`src/design/eewp_pkg.sv`:
```
// Shared constants and types of the two-wire EEPROM write-protect slave.
// Assumes a 10 MHz system clock; all pin-level timing is counted in it.
package eewp_pkg;
  // ==========================================================
  // Clock and program-cycle timing
  localparam int CLK_PERIOD_NS = 100;
  localparam int T_WR_MS = 10;
  localparam int T_WR_LONG_MS = 20;
  // Longest times round down so the cycle never overruns
  localparam int WR_CYCLES = (T_WR_MS * 1000000) / CLK_PERIOD_NS;
  localparam int WR_LONG_CYCLES = (T_WR_LONG_MS * 1000000) / CLK_PERIOD_NS;
  localparam int TMR_W = 18;

  // ==========================================================
  // Select byte and addressing
  // Device-type code: value is arbitrary
  localparam logic [3:0] DEV_TYPE = 4'h6;
  localparam logic [3:0] BITS_PER_BYTE = 4'h8;
  localparam logic [10:0] PTR_ADDR = 11'h7ff;
  localparam logic [7:0] PTR_RESET = 8'hff;
  localparam int PROT_FLAG_BIT = 2;
  localparam logic PROT_FLAG_ON = 1'b0;
  localparam logic PROT_UPPER_HALF = 1'b1;
  localparam logic [3:0] ROW_FIRST = 4'h0;
  localparam logic [7:0] ADDR_STEP = 8'h01;
  localparam logic [3:0] ROW_STEP = 4'h1;

  // ==========================================================
  // Write latch ring
  localparam int BUF_AW = 4;
  localparam logic [4:0] BUF_DEPTH = 5'h10;

  // ==========================================================
  // Bus engine
  typedef enum logic [2:0] {
    ST_IDLE = 3'b000,
    ST_RX   = 3'b001,
    ST_ACK  = 3'b011,
    ST_WAIT = 3'b010,
    ST_PROG = 3'b110
  } eewp_state_t;

  typedef enum logic [1:0] {
    K_SEL  = 2'h0,
    K_ADDR = 2'h1,
    K_DATA = 2'h3
  } eewp_kind_t;
endpackage

```
`src/design/eewp_tmr_if.sv`:
```
// Handshake between the bus engine and the program-cycle timer.
// Both ends run on the same system clock.
`timescale 1ns/1ps
interface eewp_tmr_if;
  logic start;       // One-cycle request to begin a program cycle
  logic long_cycle;  // Use the doubled write time
  logic busy;        // Cycle running
  logic done;        // One-cycle pulse at cycle end
  modport ctl (output start, output long_cycle, input busy, input done);
  modport tmr (input start, input long_cycle, output busy, output done);
endinterface

```
`src/design/eewp_prog_timer.sv`:
```
// Self-timed program-cycle counter.
// Assumes start is a one-cycle pulse issued only while idle.
`timescale 1ns/1ps
module eewp_prog_timer #(
  parameter int SHORT_CYCLES = eewp_pkg::WR_CYCLES,
  parameter int LONG_CYCLES  = eewp_pkg::WR_LONG_CYCLES
) (
  input  wire logic clk,          // System clock
  input  wire logic rst,          // Asynchronous reset, high
  eewp_tmr_if.tmr   t             // Control handshake
);
  logic [eewp_pkg::TMR_W-1:0] cnt;
  logic [eewp_pkg::TMR_W-1:0] next_cnt;
  logic                       next_done;

  // ==========================================================
  // Count down from the chosen length
  always_comb
  begin
    next_cnt  = cnt;
    next_done = 1'b0;
    if (t.start)
      next_cnt = t.long_cycle ? eewp_pkg::TMR_W'(LONG_CYCLES - 1)
                              : eewp_pkg::TMR_W'(SHORT_CYCLES - 1);
    else if (cnt != '0)
    begin
      next_cnt = cnt - eewp_pkg::TMR_W'(1);
      next_done = (cnt == eewp_pkg::TMR_W'(1));
    end
  end

  always_ff @(posedge clk or posedge rst)
  begin
    if (rst)
    begin
      cnt    <= '0;
      t.done <= 1'b0;
    end
    else
    begin
      cnt    <= next_cnt;
      t.done <= next_done;
    end
  end

  assign t.busy = (cnt != '0);
endmodule

```
`src/design/eewp_sync.sv`:
```
// Two-flop synchroniser for a group of asynchronous pin inputs.
// Assumes the inputs are quasi-static levels or slow bus lines.
`timescale 1ns/1ps
module eewp_sync #(
  parameter int W = 1
) (
  input  wire logic         clk,  // System clock
  input  wire logic         rst,  // Asynchronous reset, high
  input  wire logic [W-1:0] d,    // Raw pin levels
  output logic      [W-1:0] q     // Synchronised levels
);
  logic [W-1:0] meta;

  // ==========================================================
  // First stage feeds only the second; both stages reset low, then follow the pins
  always_ff @(posedge clk or posedge rst)
  begin
    if (rst)
    begin
      meta <= '0;
      q    <= '0;
    end
    else
    begin
      meta <= d;
      q    <= meta;
    end
  end
endmodule

```
`src/design/eewp_top.sv`:
```
// Two-wire serial EEPROM slave: 8 blocks of 256 bytes, write modes,
// self-timed program cycle, write inhibit and block write protection.
// Assumes the bus master drives scl; all pins are asynchronous to clk.
//
// Function
// (RQ1) START: data falls while clock high
// (RQ2) Ignore bus until START, outside programming
// (RQ3) STOP: data rises while clock high; ends
// (RQ4) STOP after read returns to standby
// (RQ5) STOP after write starts program cycle
// (RQ6) Release after 8 bits; ack ninth
// (RQ7) Sample data on clock rising edge
// (RQ8) Select byte: type, block, direction
// (RQ9) Acknowledge 8-bit byte address in block
// (RQ10) Mode pin picks multibyte or page
// (RQ11) Inhibit high until address: no data ack
// (RQ12) Byte write: one byte, any mode
// (RQ13) Multibyte: one to eight bytes, any start
// (RQ14) Multibyte cycle 10 ms, 20 across rows
// (RQ15) Master sends at most eight multibyte bytes
// (RQ16) Page: sixteen bytes, low nibble wraps
// (RQ17) Inputs disabled during program cycle
// (RQ18) Ack polling: no ack while programming
// (RQ19) Protected from boundary to top address
// (RQ20) Pointer upper nibble gives 16-byte boundary
// (RQ21) Two pins select protected block four-seven
// (RQ22) Protect needs enable pin and flag zero
// (RQ23) Multibyte below boundary leaks seven bytes
// (RQ24) Inhibit variant has no multibyte write
// (RQ25) Unconnected inhibit input reads low
// (RQ26) Bus lines synchronised; events from samples
// (RQ27) Cycle length from counter, within maximum
`timescale 1ns/1ps
module eewp_top #(
  parameter bit WI_VARIANT     = 1'b0,
  parameter int SHORT_CYCLES   = eewp_pkg::WR_CYCLES,
  parameter int LONG_CYCLES    = eewp_pkg::WR_LONG_CYCLES
) (
  input  wire logic clk,                  // System clock, 10 MHz
  input  wire logic rst,                  // Asynchronous reset, high
  input  wire logic scl,                  // Serial clock from master
  input  wire logic sda_in,               // Serial data line level
  output logic      sda_out,              // Serial data drive value
  output logic      sda_oe,               // Serial data drive enable
  input  wire logic mode_pin,             // High multibyte, low page
  input  wire logic write_inhibit_pin,    // High blocks writes
  input  wire logic protect_enable_pin,   // High arms protection
  input  wire logic protect_block_sel_lo, // Protected block select, low
  input  wire logic protect_block_sel_hi, // Protected block select, high
  output logic      prog_busy             // Program cycle running
);
  // ==========================================================
  // Pin synchronisation
  logic [6:0] pins_s;
  logic s_scl, s_sda, s_mode, s_wi, s_pre, s_pb_lo, s_pb_hi;
  logic p_scl, p_sda;
  logic scl_rise, scl_fall, start_ev, stop_ev;

  eewp_sync #(.W(7)) u_sync (
    .clk (clk),
    .rst (rst),
    .d   ({scl, sda_in, mode_pin, write_inhibit_pin, protect_enable_pin,
           protect_block_sel_lo, protect_block_sel_hi}), // RQ26
    .q   (pins_s)
  );
  assign {s_scl, s_sda, s_mode, s_wi, s_pre, s_pb_lo, s_pb_hi} = pins_s;

  always_ff @(posedge clk or posedge rst)
  begin
    if (rst)
    begin
      p_scl <= 1'b0;
      p_sda <= 1'b0;
    end
    else
    begin
      p_scl <= s_scl;
      p_sda <= s_sda;
    end
  end

  assign scl_rise = s_scl & ~p_scl;
  assign scl_fall = ~s_scl & p_scl;
  assign start_ev = s_scl & p_scl & p_sda & ~s_sda; // RQ1
  assign stop_ev  = s_scl & p_scl & ~p_sda & s_sda; // RQ3

  // ==========================================================
  // Program timer
  eewp_tmr_if tmr ();

  eewp_prog_timer #(
    .SHORT_CYCLES (SHORT_CYCLES),
    .LONG_CYCLES  (LONG_CYCLES)
  ) u_tmr (
    .clk (clk),
    .rst (rst),
    .t   (tmr.tmr)
  );

  // ==========================================================
  // Storage
  logic [7:0]  mem      [0:2047];
  logic [10:0] buf_addr [0:15];
  logic [7:0]  buf_data [0:15];

  // ==========================================================
  // Engine state
  eewp_pkg::eewp_state_t state, next_state;
  eewp_pkg::eewp_kind_t  kind, next_kind;
  logic [3:0]  bitcnt, next_bitcnt;
  logic [7:0]  shreg, next_shreg;
  logic        rw, next_rw;
  logic [2:0]  blk, next_blk;
  logic [7:0]  baddr, next_baddr;
  logic [3:0]  start_row, next_start_row;
  logic        multi, next_multi;
  logic        inhibit, next_inhibit;
  logic        prot, next_prot;
  logic        span, next_span;
  logic [4:0]  nbytes, next_nbytes;
  logic [3:0]  widx, next_widx;
  logic [4:0]  cidx, next_cidx;
  logic        next_sda_oe;
  logic [7:0]  protect_boundary_pointer, next_ptr;
  logic        buf_we, mem_we;
  logic [10:0] mem_wa, boundary, addr_now;
  logic [7:0]  mem_wd;
  logic        prot_on;

  // Protection is armed by the pin and a cleared flag bit
  assign prot_on  = s_pre &&
                    (protect_boundary_pointer[eewp_pkg::PROT_FLAG_BIT] == eewp_pkg::PROT_FLAG_ON); // RQ22
  assign boundary = {eewp_pkg::PROT_UPPER_HALF, s_pb_hi, s_pb_lo,
                     protect_boundary_pointer[7:4], eewp_pkg::ROW_FIRST}; // RQ20 RQ21
  assign addr_now = {blk, shreg};
  assign mem_wa   = buf_addr[cidx[3:0]];
  assign mem_wd   = buf_data[cidx[3:0]];

  always_comb
  begin
    next_state     = state;
    next_kind      = kind;
    next_bitcnt    = bitcnt;
    next_shreg     = shreg;
    next_rw        = rw;
    next_blk       = blk;
    next_baddr     = baddr;
    next_start_row = start_row;
    next_multi     = multi;
    next_inhibit   = inhibit;
    next_prot      = prot;
    next_span      = span;
    next_nbytes    = nbytes;
    next_widx      = widx;
    next_cidx      = cidx;
    next_ptr       = protect_boundary_pointer;
    buf_we         = 1'b0;
    mem_we         = 1'b0;
    tmr.start      = 1'b0;
    tmr.long_cycle = span; // RQ14
    // Inhibit is caught at any time from START to end of address
    if (WI_VARIANT && state != eewp_pkg::ST_PROG && kind != eewp_pkg::K_DATA)
      next_inhibit = inhibit | s_wi; // RQ11 RQ25
    unique case (state)
      eewp_pkg::ST_IDLE,
      eewp_pkg::ST_WAIT:
      begin
      end
      eewp_pkg::ST_RX:
      begin
        if (scl_rise)
        begin
          next_shreg  = {shreg[6:0], s_sda}; // RQ7
          next_bitcnt = bitcnt + 4'h1;
        end
        else if (scl_fall && bitcnt == eewp_pkg::BITS_PER_BYTE)
        begin
          next_bitcnt = '0;
          next_state  = eewp_pkg::ST_ACK; // RQ6
          unique case (kind)
            eewp_pkg::K_SEL:
            begin
              next_rw  = shreg[0]; // RQ8
              next_blk = shreg[3:1];
              if (shreg[7:4] != eewp_pkg::DEV_TYPE)
                next_state = eewp_pkg::ST_WAIT;
            end
            eewp_pkg::K_ADDR:
            begin
              next_baddr     = shreg; // RQ9
              next_start_row = shreg[7:4];
              next_multi     = s_mode && !WI_VARIANT; // RQ10 RQ24
              // Only the start address is checked, so a multibyte
              // run can spill past the boundary
              next_prot      = prot_on && (addr_now >= boundary); // RQ19 RQ23
            end
            default:
            begin
              if (inhibit)
                next_state = eewp_pkg::ST_WAIT; // RQ11
              else
              begin
                buf_we    = 1'b1; // RQ12 RQ13
                next_widx = widx + 4'h1;
                if (nbytes != eewp_pkg::BUF_DEPTH)
                  next_nbytes = nbytes + 5'h1;
                if (multi)
                begin
                  next_baddr = baddr + eewp_pkg::ADDR_STEP;
                  if (baddr[7:4] != start_row)
                    next_span = 1'b1; // RQ14
                end
                else
                  next_baddr = {baddr[7:4], baddr[3:0] + eewp_pkg::ROW_STEP}; // RQ16
              end
            end
          endcase
        end
      end
      eewp_pkg::ST_ACK:
      begin
        if (scl_fall)
        begin
          if (kind == eewp_pkg::K_SEL && rw)
            next_state = eewp_pkg::ST_WAIT;
          else
          begin
            next_state = eewp_pkg::ST_RX;
            next_kind  = (kind == eewp_pkg::K_SEL) ? eewp_pkg::K_ADDR : eewp_pkg::K_DATA;
          end
        end
      end
      eewp_pkg::ST_PROG:
      begin
        // Commit the latched bytes while the timer runs
        if (cidx < nbytes)
        begin
          mem_we    = ~prot; // RQ19
          next_cidx = cidx + 5'h1;
          if (!prot && mem_wa == eewp_pkg::PTR_ADDR)
            next_ptr = mem_wd; // RQ20
        end
        if (tmr.done)
          next_state = eewp_pkg::ST_IDLE; // RQ27
      end
      default:
        next_state = eewp_pkg::ST_IDLE;
    endcase
    // Bus conditions override everything except the program cycle
    if (state != eewp_pkg::ST_PROG) // RQ17 RQ18
    begin
      if (start_ev)
      begin
        next_state   = eewp_pkg::ST_RX; // RQ2
        next_kind    = eewp_pkg::K_SEL;
        next_bitcnt  = '0;
        next_rw      = 1'b0;
        next_span    = 1'b0;
        next_nbytes  = '0;
        next_widx    = '0;
        next_inhibit = WI_VARIANT && s_wi;
      end
      else if (stop_ev)
      begin
        if (!rw && nbytes != '0 && !inhibit)
        begin
          next_state = eewp_pkg::ST_PROG; // RQ5
          tmr.start  = 1'b1;
          next_cidx  = '0;
        end
        else
          next_state = eewp_pkg::ST_IDLE; // RQ3 RQ4
      end
    end
    next_sda_oe = (next_state == eewp_pkg::ST_ACK); // RQ6
  end

  always_ff @(posedge clk or posedge rst)
  begin
    if (rst)
    begin
      state                    <= eewp_pkg::ST_IDLE;
      kind                     <= eewp_pkg::K_SEL;
      bitcnt                   <= '0;
      shreg                    <= '0;
      rw                       <= 1'b0;
      blk                      <= '0;
      baddr                    <= '0;
      start_row                <= '0;
      multi                    <= 1'b0;
      inhibit                  <= 1'b0;
      prot                     <= 1'b0;
      span                     <= 1'b0;
      nbytes                   <= '0;
      widx                     <= '0;
      cidx                     <= '0;
      sda_oe                   <= 1'b0;
      protect_boundary_pointer <= eewp_pkg::PTR_RESET;
    end
    else
    begin
      state                    <= next_state;
      kind                     <= next_kind;
      bitcnt                   <= next_bitcnt;
      shreg                    <= next_shreg;
      rw                       <= next_rw;
      blk                      <= next_blk;
      baddr                    <= next_baddr;
      start_row                <= next_start_row;
      multi                    <= next_multi;
      inhibit                  <= next_inhibit;
      prot                     <= next_prot;
      span                     <= next_span;
      nbytes                   <= next_nbytes;
      widx                     <= next_widx;
      cidx                     <= next_cidx;
      sda_oe                   <= next_sda_oe;
      protect_boundary_pointer <= next_ptr;
    end
  end

  // ==========================================================
  // Array writes; no reset, the cells are nonvolatile in intent
  always_ff @(posedge clk)
  begin
    if (buf_we)
    begin
      buf_addr[widx] <= {blk, baddr};
      buf_data[widx] <= shreg;
    end
    if (mem_we)
      mem[mem_wa] <= mem_wd;
  end

  // Open-drain: only ever pulls low
  assign sda_out   = 1'b0;
  assign prog_busy = (state == eewp_pkg::ST_PROG);
endmodule

```
`config.mk`:
```
export PLATFORM = sky130hd
export DESIGN_NAME = eewp_top
export DESIGN_NICKNAME = d
export VERILOG_FILES = /design/src/design/eewp_pkg.sv /design/src/design/eewp_tmr_if.sv /design/src/design/eewp_prog_timer.sv /design/src/design/eewp_sync.sv /design/src/design/eewp_top.sv
export SDC_FILE = /design/constraint.sdc
export NUM_CORES = 1
export LEC_CHECK = 0
export ABC_AREA = 1
export BUFFER_PORTS_ARGS = -buffer_cell sky130_fd_sc_hd__buf_2
export CORE_MARGIN = 3
export CORE_UTILIZATION = 60
export CTS_CLUSTER_SIZE = 28
export DETAILED_ROUTE_END_ITERATION = 16
export GPL_ROUTABILITY_DRIVEN = 0
export PLACE_DENSITY = 0.77
export REMOVE_ABC_BUFFERS = 1
export SYNTH_ARGS = -nofsm -noshare
export SYNTH_HDL_FRONTEND = slang
export SYNTH_SLANG_ARGS = --single-unit
```
`constraint.sdc`:
```
create_clock -name clk -period 2 [get_ports clk]
set_clock_uncertainty 0.05 [all_clocks]
set_input_delay 0 -clock clk [delete_from_list [all_inputs] [get_ports clk]]
set_output_delay 0 -clock clk [all_outputs]
set_load 0.01 [all_outputs]
```
==> results.json, run 1 <==
{
  "antenna_found_initial": 0,
  "via_per_inst": 5.37,
  "drc": 0,
  "synth_fa_ha_area_share_pct": 2.46,
  "synthFlopType": "dfrtp_1",
  "rsz0062_at_grt": "no",
  "ir_drop_mv": 0.751,
  "top_usage_layer": "met2",
  "synth_cell_types": 38,
  "async_flop_share_pct": 100,
  "pin_count": 12,
  "worstSetupEndpointType": "flop",
  "cp.arrival_ns": 1.96,
  "antenna_cells": 0,
  "maxCapViolations": 0,
  "hold_viol_final": 0,
  "tns_ns": 0,
  "report.final.slew_viol_count": 0,
  "clock_path_buffers": 2,
  "synth-seq-cells": 65,
  "total_power_mw": 4.39,
  "grt_pass1_vias": 2922,
  "power_frac_clock_pct": 25.3,
  "slowest_stage": "dfrtp_1",
  "io_buffers": 6,
  "path_cells": "inv_1, ha_1, nand3_2, nor2_4, nand3b_4, clkinv_1, nand2_1, nand2_1, nor2_1",
  "start_util_pct": 63.4,
  "hpwl_um": 5180,
  "placementRows": 27,
  "clkSlewWorstSetupHoldPaths_ns": 0.07,
  "first_pass_iters": 4,
  "tritoncts": "yes",
  "fillCellCount": 468,
  "setup_viol": 0,
  "yosys.area_share.simple_pct": 33.8,
  "timing.critical_path.to": "u_tmr.cnt[15]",
  "switchingPower_mw": 1.63,
  "synth_top_family_by_area": "simple AND/OR/NAND/NOR gates",
  "power.share.switching_pct": 37.1,
  "critPathKind": "reg -> reg",
  "grt_max_degree": 66,
  "grt_pass1_wl_um": 13100,
  "slowest_delay_ns": 0.42,
  "fmax_ghz": 0.564,
  "drive_above_1_share_pct": 13.8,
  "yosysSeqAreaShare_pct": 45.7,
  "ctsHoldBuffers": 4,
  "cpMostUsedCell": "nand2_1",
  "via_count": 2949,
  "rr_startpoint": "u_tmr.cnt[0]",
  "use_met1_pct": 31.4,
  "cts.sinks": 65,
  "cts_buffers": 9,
  "design.core.area_um2": 5610,
  "fin_crit_sh_pct": 88.6,
  "hp-class": "in -> async",
  "multi_input_area_um2": 1650,
  "reg2reg_slack_ns": 0.23,
  "avgSynthCellArea_um2": 7.87,
  "cp.required_ns": 2.18,
  "post_cts_buffers": 0,
  "cts-root-buf": "clkbuf_8",
  "pwr-share-comb_pct": 30.8,
  "syn_area_um2": 3560,
  "grt_usage_pct": 23.2,
  "synth_edf_count": 0,
  "syn_inst": 452,
  "ys_warn_count": 0,
  "wl_per_cell_um": 13.3,
  "power.leakage_nw": 1.99,
  "critPathMaxFanout": 7,
  "drt_iter0_markers": 208,
  "start_kind": "flop",
  "r2r_cells": 9,
  "synth-xor-area-share_pct": 1.97,
  "synth_compound_area_share_pct": 8.02,
  "status": "complete, no violations",
  "totalWireLength_um": 7320,
  "grtUsageMet2_pct": 37.0,
  "postRouteAntennaNets": 0,
  "pwr-share-seq_pct": 43.9,
  "met3_usage_pct": 3.17,
  "htreeDepth": 3,
  "crit_start": "u_tmr.cnt[0]",
  "post-route-min-period_ns": 1.77,
  "rr_endpoint": "u_tmr.cnt[15]",
  "die_width_um": 83.0,
  "synthMuxAreaShare_pct": 0,
  "globalRouteOverflowTotal": 0,
  "die_area_um2": 6890,
  "cts_resized": 0,
  "syn_to_final_growth_pct": 10.3,
  "die_y_um": 83.0,
  "p_int_mw": 2.76,
  "nets": 489,
  "clk_latency_ns": 0.34,
  "powerDensity_nw_per_um2": 1120,
  "register_area_um2": 1630
}
-- worst min-delay path by stage --
stage / startpoint / depth (start not counted) / to / slack (ns)
final: rst / 4 / start_row[1] / 0.21
after global placement: rst / 3 / start_row[0] / 0.04
after detailed placement: rst / 3 / start_row[0] / 0.05
after CTS: rst / 4 / baddr[4] / 0.23
after floorplan: mode_pin / 0 / u_sync.meta[4] / -0.02
after global routing: scl / 2 / u_sync.meta[6] / 0.26
-- worst max-delay path, delay by kind of cell (launching register included) --
kind / cells / cell delay, ns
adders and majority gates: 1 / 0.22
DFF: 1 / 0.42
buffers and inverters: 2 / 0.18
and+or+nand+nor: 6 / 0.79
-- per-stage QoR --
step,cells,cell area [um^2],util (%),setup slack (ns),hold WS (ns)
after floorplan,449,3530,-,0.324,-0.0186
final,549,3920,69.9,0.228,0.214
after detailed placement,530,3690,65.8,0.254,0.0476
after CTS,549,3920,69.9,0.248,0.227
after global placement,530,3690,65.8,0.331,0.0437
after global routing,549,3920,69.9,0.0591,0.255
-- cells by family after synthesis --
| kind of cell | Yosys count |
|---|---|
| adders and majority gates | 7 |
| DFF | 65 |
| buffers and inverters | 70 |
| other | 1 |
| and+or+nand+nor | 248 |
| xor gates and xnor gates | 8 |
| AOI/OAI and AO/OA | 53 |
-- layer usage --
layer,vias up,wire length [um]
met3,15,253
li1,1470,-
met5,-,0
met1,1398,3510
met4,0,153
met2,66,3400
-- flip-flops by register name (all words and copies together) (netlist names) --
signal        cells
span              1
p_sda             1
baddr             8
u_sync.meta       3
nbytes            5
start_row         4
rw                1
shreg             8
u_tmr.cnt        18
p_scl             1
u_tmr.t.done      1
multi             1
bitcnt            4
u_sync.q          3
kind              2
state             3
sda_oe            1
-- power groups by stage --
stage	clock network [mW]	logic (mW)	registers, mW
floorplan	0	1.09	1.87
global placement	0	1.28	1.93
detailed placement	0	1.34	1.94
CTS	1.13	1.35	1.92
global route	1.18	1.55	1.97
finish	1.11	1.35	1.93
-- cells in the mapped netlist, drive strengths merged, types with 6 or more instances --
cell type	instances	area, um^2
nand2	123	502
nor2	68	330
dfrtp	65	1630
inv	65	249
nand3	35	208
o21ai	30	154
a21oi	15	75.1
nand4	11	81.3
ha	7	87.6
nor3	6	30.0
xnor2	6	52.6
-- cells in the final DEF, fill, tap and decap left out, types with 2 or more instances in the layout --
cell type      synthesis  final
nand2_1              113    113
dfrtp_1               65     65
xnor2_1                6      6
inv_4                  2      2
nand2_4                3      3
a21oi_1               15     15
inv_2                  4      5
clkbuf_8               0     11
or2_2                  2      2
clkinv_1               2      2
nand2_2                7      7
clkinv_2               0      2
o21ai_0               24     24
buf_2                  1      6
a21o_1                 2      2
nand3_2                4      4
xor2_1                 2      2
nor2_4                 8      8
nor2_1                54     54
buf_4                  1      2
nand4_1                9      9
nand4_2                2      2
nor3_1                 6      6
ha_1                   7      7
dlygate4sd3_1          0      4
nand3_1               30     30
nor2_2                 6      6
inv_1                 59     58
o22ai_1                2      2
o21ai_1                5      5
-- final cells by class --
cell class | count | area share, %
clock inverter | 3 | 1.02
inverter | 67 | 6.54
tap | 72 | 2.30
sequential | 65 | 41.5
timing repair buffer | 13 | 2.68
clock buffer | 12 | 3.96
multi-input combinational | 317 | 42.0
No activity file was read; power rests on OpenSTA's default activity.
==> inputs of run 2 (changes only) <==
- SYNTH_HIERARCHICAL: unset -> 1
==> run 2 against run 1 <==
Area after synthesis rose by 0.53%; cell area rose by 1.5%; critical path depth fell by 1; maximum frequency fell by 0.26%; routed wire length rose by 3.7%; utilization rose by 0.62 points; power rose by 12%; synthesized cell count rose by 3.1%; combinational power rose by 19%; critical path type unchanged.
==> results.json, run 2 <==
{
  "cts-root-buf": "clkbuf_8",
  "hold_viol_final": 0,
  "slowest_stage": "dfrtp_1",
  "cp.required_ns": 2.21,
  "report.final.slew_viol_count": 0,
  "via_per_inst": 5.38,
  "path_cells": "inv_2, nand3_1, nand3_1, nor2_1, inv_2, nand4_1, clkinv_1, o21ai_1",
  "cts_buffers": 9,
  "start_kind": "flop",
  "grt_max_degree": 21,
  "largest_reg_flops": 18,
  "hp-class": "in -> async",
  "power_frac_clock_pct": 25.9,
  "setup_viol": 0,
  "post_cts_buffers": 0,
  "syn_inst": 466,
  "postRouteAntennaNets": 0,
  "switchingPower_mw": 1.90,
  "post_dp_cell_area_um2": 3710,
  "totalWireLength_um": 7590,
  "power.share.switching_pct": 38.7,
  "design.core.area_um2": 5640,
  "ys_warn_count": 6,
  "cp.arrival_ns": 1.99,
  "pwr-share-seq_pct": 41.4,
  "nets": 503,
  "io_buffers": 6,
  "critPathMaxFanout": 6,
  "rr_startpoint": "state[0]",
  "largestRegisters": "u_tmr/cnt x18, baddr x8, shreg x8",
  "finish.utilization_pct": 70.6,
  "crit_family": "simple AND/OR/NAND/NOR gates",
  "slew-limit-headroom_pct": 50.7,
  "first_pass_iters": 4,
  "dpl.cell_count": 544,
  "drive_above_1_share_pct": 12.6,
  "die_y_um": 83.2,
  "antenna_found_initial": 0,
  "fin_cells": 564,
  "grt_pass1_vias": 2954,
  "power.leakage_nw": 2.00,
  "reg2reg_slack_ns": 0.22,
  "slowest_delay_ns": 0.42,
  "worstSetupEndpointType": "flop",
  "maxCapViolations": 0,
  "clock_path_buffers": 2,
  "status": "complete, no violations",
  "clkSlewWorstSetupHoldPaths_ns": 0.07,
  "rr_endpoint": "u_tmr/cnt[0]",
  "top_register": "u_tmr/cnt",
  "wl_per_cell_um": 13.5,
  "powerDensity_nw_per_um2": 1230,
  "htreeDepth": 3,
  "syn_area_um2": 3570,
  "start_util_pct": 63.4,
  "syn_to_final_growth_pct": 11.4,
  "r2r_cells": 8,
  "ir_drop_mv": 0.836,
  "pin_count": 12,
  "tns_ns": 0,
  "drt_iter0_markers": 176,
  "tritoncts": "yes",
  "grt_usage_pct": 23.9,
  "clk_latency_ns": 0.34,
  "p_int_mw": 3.01,
  "post-route-min-period_ns": 1.78,
  "pwr-share-comb_pct": 32.7,
  "die_area_um2": 6920,
  "globalRouteOverflowTotal": 0,
  "layout_commonest_cell": "nand2_1",
  "cts.sinks": 65,
  "antenna_cells": 0,
  "drc": 0,
  "path_buf_inv": 3,
  "critPathKind": "reg -> reg",
  "fmax_ghz": 0.563,
  "via_count": 3037,
  "worst_pin_slew_ns": 0.739,
  "hpwl_um": 5580,
  "fin_crit_sh_pct": 88.8,
  "placementRows": 27,
  "grt_pass1_wl_um": 13400,
  "finalInstanceArea_um2": 3980,
  "avgSynthCellArea_um2": 7.67,
  "rsz0062_at_grt": "no",
  "layout_common_cells": "123 x nand2_1, 65 x dfrtp_1, 56 x inv_1",
  "die_width_um": 83.2
}
run 2: final cells by class:
class                   count  area (um^2)
multi-input cells         330         1660
well taps                  72         90.1
fillers                   446         1660
repair buffers             16          128
clock buffers              11          151
flip-flops and latches     65         1630
clock inverters             5         77.6
inverters                  65          244
run 2: power by group through the flow:
stage / logic (mW) / clock network, mW / registers [mW]
detailed placement: 1.57 / 0 / 2.05
CTS: 1.61 / 1.28 / 2.03
global placement: 1.51 / 0 / 2.04
floorplan: 1.28 / 0 / 1.97
finish: 1.60 / 1.27 / 2.03
global route: 1.84 / 1.34 / 2.08
run 2: per-layer routing:
layer	vias up	wire length (um)	global-route usage [%]
li1	1530	-	-
met1	1444	3570	32.6
met2	56	3690	38.6
met3	7	252	3.17
met4	0	85	9.66
met5	-	0	0
run 2: tightest hold or removal path, stage by stage:
cell	delay (ns)
dlygate4sd3_1	0.53
buf_2	0.14
inv_1	0.18
run 2: worst max-delay path by stage:
stage | from | to | slack (ns) | cells past startpoint
after floorplan | nbytes[0] | u_tmr/cnt[0] | 0.30 | 9
after global routing | nbytes[0] | u_tmr/cnt[0] | 0.08 | 9
after detailed placement | nbytes[0] | u_tmr/cnt[0] | 0.15 | 9
after CTS | nbytes[0] | u_tmr/cnt[0] | 0.15 | 9
after global placement | nbytes[0] | u_tmr/cnt[0] | 0.25 | 9
final | state[0] | u_tmr/cnt[0] | 0.22 | 8
run 2: metrics by stage:
step / hold WS [ns] / setup slack, ns / total power [mW]
6_report: 0.0988 / 0.223 / 4.90
5_1_grt: 0.118 / 0.0786 / 5.26
4_1_cts: 0.0875 / 0.147 / 4.92
3_5_place_dp: -0.0973 / 0.149 / 3.62
3_3_place_gp: -0.102 / 0.251 / 3.55
2_1_floorplan: -0.259 / 0.300 / 3.25
run 2: what timing repair did:
action | in CTS | in global routing
gates resized for setup | 0 | 1
hold buffers | 4 | 0
setup endpoints to repair | 0 | 4
endpoints found under the hold margin | 41 | 0
==> inputs of run 3 (changes only) <==
- CTS_BUF_LIST: unset -> sky130_fd_sc_hd__clkbuf_16
==> run 3 against run 2 <==
Critical endpoint unchanged; flip-flop and latch count unchanged; non-clock buffer count unchanged; largest power group unchanged; first-iteration DRC count up 32%; highest routed layer unchanged; clock power up 28%; cell area up 2.0%; global-route usage up 0.52 points; worst setup slack worse by 0.040 ns; maximum frequency down 2.2%.
==> results.json, run 3 (synthesis results as in run 2) <==
{
  "die_width_um": 83.2,
  "cts.sinks": 65,
  "post_cts_buffers": 0,
  "fillCellCount": 418,
  "maxCapViolations": 0,
  "htreeDepth": 3,
  "totalWireLength_um": 7810,
  "multi_input_area_um2": 1660,
  "power.leakage_nw": 2.04,
  "antenna_cells": 0,
  "post_dp_cell_area_um2": 3710,
  "drive_above_1_share_pct": 12.2,
  "start_util_pct": 63.4,
  "cts_buffers": 9,
  "die_y_um": 83.2,
  "hold_slack_ns": 0.117,
  "slew-limit-headroom_pct": 49.6,
  "postRouteAntennaNets": 0,
  "path_depth": 9,
  "grt_pass1_vias": 3031,
  "cpMostUsedCell": "o21ai_1",
  "path_cells": "inv_1, ha_1, nand3_1, o21ai_1, nor2_1, inv_2, nand4_1, clkinv_1, o21ai_1",
  "finalInstanceArea_um2": 4060,
  "drc": 0,
  "worst_pin_slew_ns": 0.755,
  "via_count": 3077,
  "ir_drop_mv": 0.852,
  "start_kind": "flop",
  "pin_count": 12,
  "globalRouteOverflowTotal": 0,
  "clock_path_buffers": 2,
  "clkSlewWorstSetupHoldPaths_ns": 0.05,
  "fmax_ghz": 0.551,
  "rsz0062_at_grt": "no",
  "grt_pass1_wl_um": 13700,
  "crit_family": "buffers and inverters",
  "tritoncts": "yes",
  "drt_iter0_markers": 233,
  "slowest_stage": "dfrtp_1",
  "hold_viol_final": 0,
  "path_buf_inv": 3,
  "design.core.area_um2": 5640,
  "syn_to_final_growth_pct": 13.7,
  "wl_per_cell_um": 13.9,
  "cp.required_ns": 2.16,
  "die_area_um2": 6920,
  "setup_viol": 0,
  "finish.utilization_pct": 72.0,
  "nets": 503,
  "hpwl_um": 5580,
  "slowest_delay_ns": 0.37,
  "worstSetupEndpointType": "flop",
  "post-route-min-period_ns": 1.82,
  "clk_latency_ns": 0.32,
  "cp.arrival_ns": 1.97,
  "critPathKind": "reg -> reg",
  "fin_crit_sh_pct": 90.8,
  "powerDensity_nw_per_um2": 1290,
  "largestRegisters": "u_tmr/cnt x18, baddr x8, shreg x8",
  "critPathMaxFanout": 6,
  "tns_ns": 0,
  "hp-class": "in -> async",
  "top_register": "u_tmr/cnt",
  "layout_commonest_cell": "nand2_1",
  "largest_reg_flops": 18,
  "antenna_found_initial": 0,
  "grt_max_degree": 21,
  "first_pass_iters": 5,
  "grt_usage_pct": 24.4,
  "layout_common_cells": "123 x nand2_1, 65 x dfrtp_1, 56 x inv_1",
  "register_area_um2": 1630,
  "cts-root-buf": "clkbuf_16",
  "report.final.slew_viol_count": 0,
  "via_per_inst": 5.46,
  "r2r_cells": 9,
  "status": "complete, no violations",
  "io_buffers": 6,
  "placementRows": 27
}
-- run 3: timing repair --
action / 4_1_cts / 5_1_grt
resized for setup: 0 / 1
endpoints found under the setup margin: 0 / 2
hold buffers: 4 / 0
hold endpoints to repair: 41 / 0
-- run 3: per-layer routing --
metal / GRT usage, % / vias up / part of all wire, %
met2: 40.8 / 74 / 49
met4: 8.77 / 0 / 1.2
met5: 0 / - / 0
met3: 2.98 / 9 / 3.2
met1: 32.8 / 1465 / 46
li1: - / 1529 / -
-- run 3: path summary, 6_finish.rpt --
kind                                     start        endpoint  slack, ns
worst max-delay path                 nbytes[0]    u_tmr/cnt[0]       0.18
worst min-delay path                       rst     u_sync/q[4]       0.12
worst max register to register       nbytes[0]    u_tmr/cnt[0]       0.18
worst min register to register  u_sync/meta[4]     u_sync/q[4]       0.30
max in group asynchronous                  rst        baddr[7]       1.03
min in group clk                      mode_pin  u_sync/meta[4]       0.27
-- run 3: cell type report --
cell class,count,area share [%]
multi-input combinational,330,41.0
sequential,65,40.0
inverter,65,6.01
clock buffer,9,5.54
timing repair buffer,16,3.14
tap,72,2.22
clock inverter,7,2.09
-- run 3: where the power goes --
group | switching [mW] | internal [mW]
clock | 0.551 | 1.08
sequential | 0.355 | 1.68
combinational | 1.04 | 0.563
-- run 3: through the flow --
stage / worst slack (ns) / cells / power (mW)
floorplan: 0.300 / 460 / 3.25
global placement: 0.251 / 544 / 3.55
detailed placement: 0.149 / 544 / 3.62
CTS: 0.144 / 564 / 5.27
global route: 0.0920 / 564 / 5.62
finish: 0.184 / 564 / 5.26
-- run 3: tightest hold or removal path, stage by stage --
cell and delay, ns:
dlygate4sd3_1 0.53, buf_2 0.15, inv_1 0.18
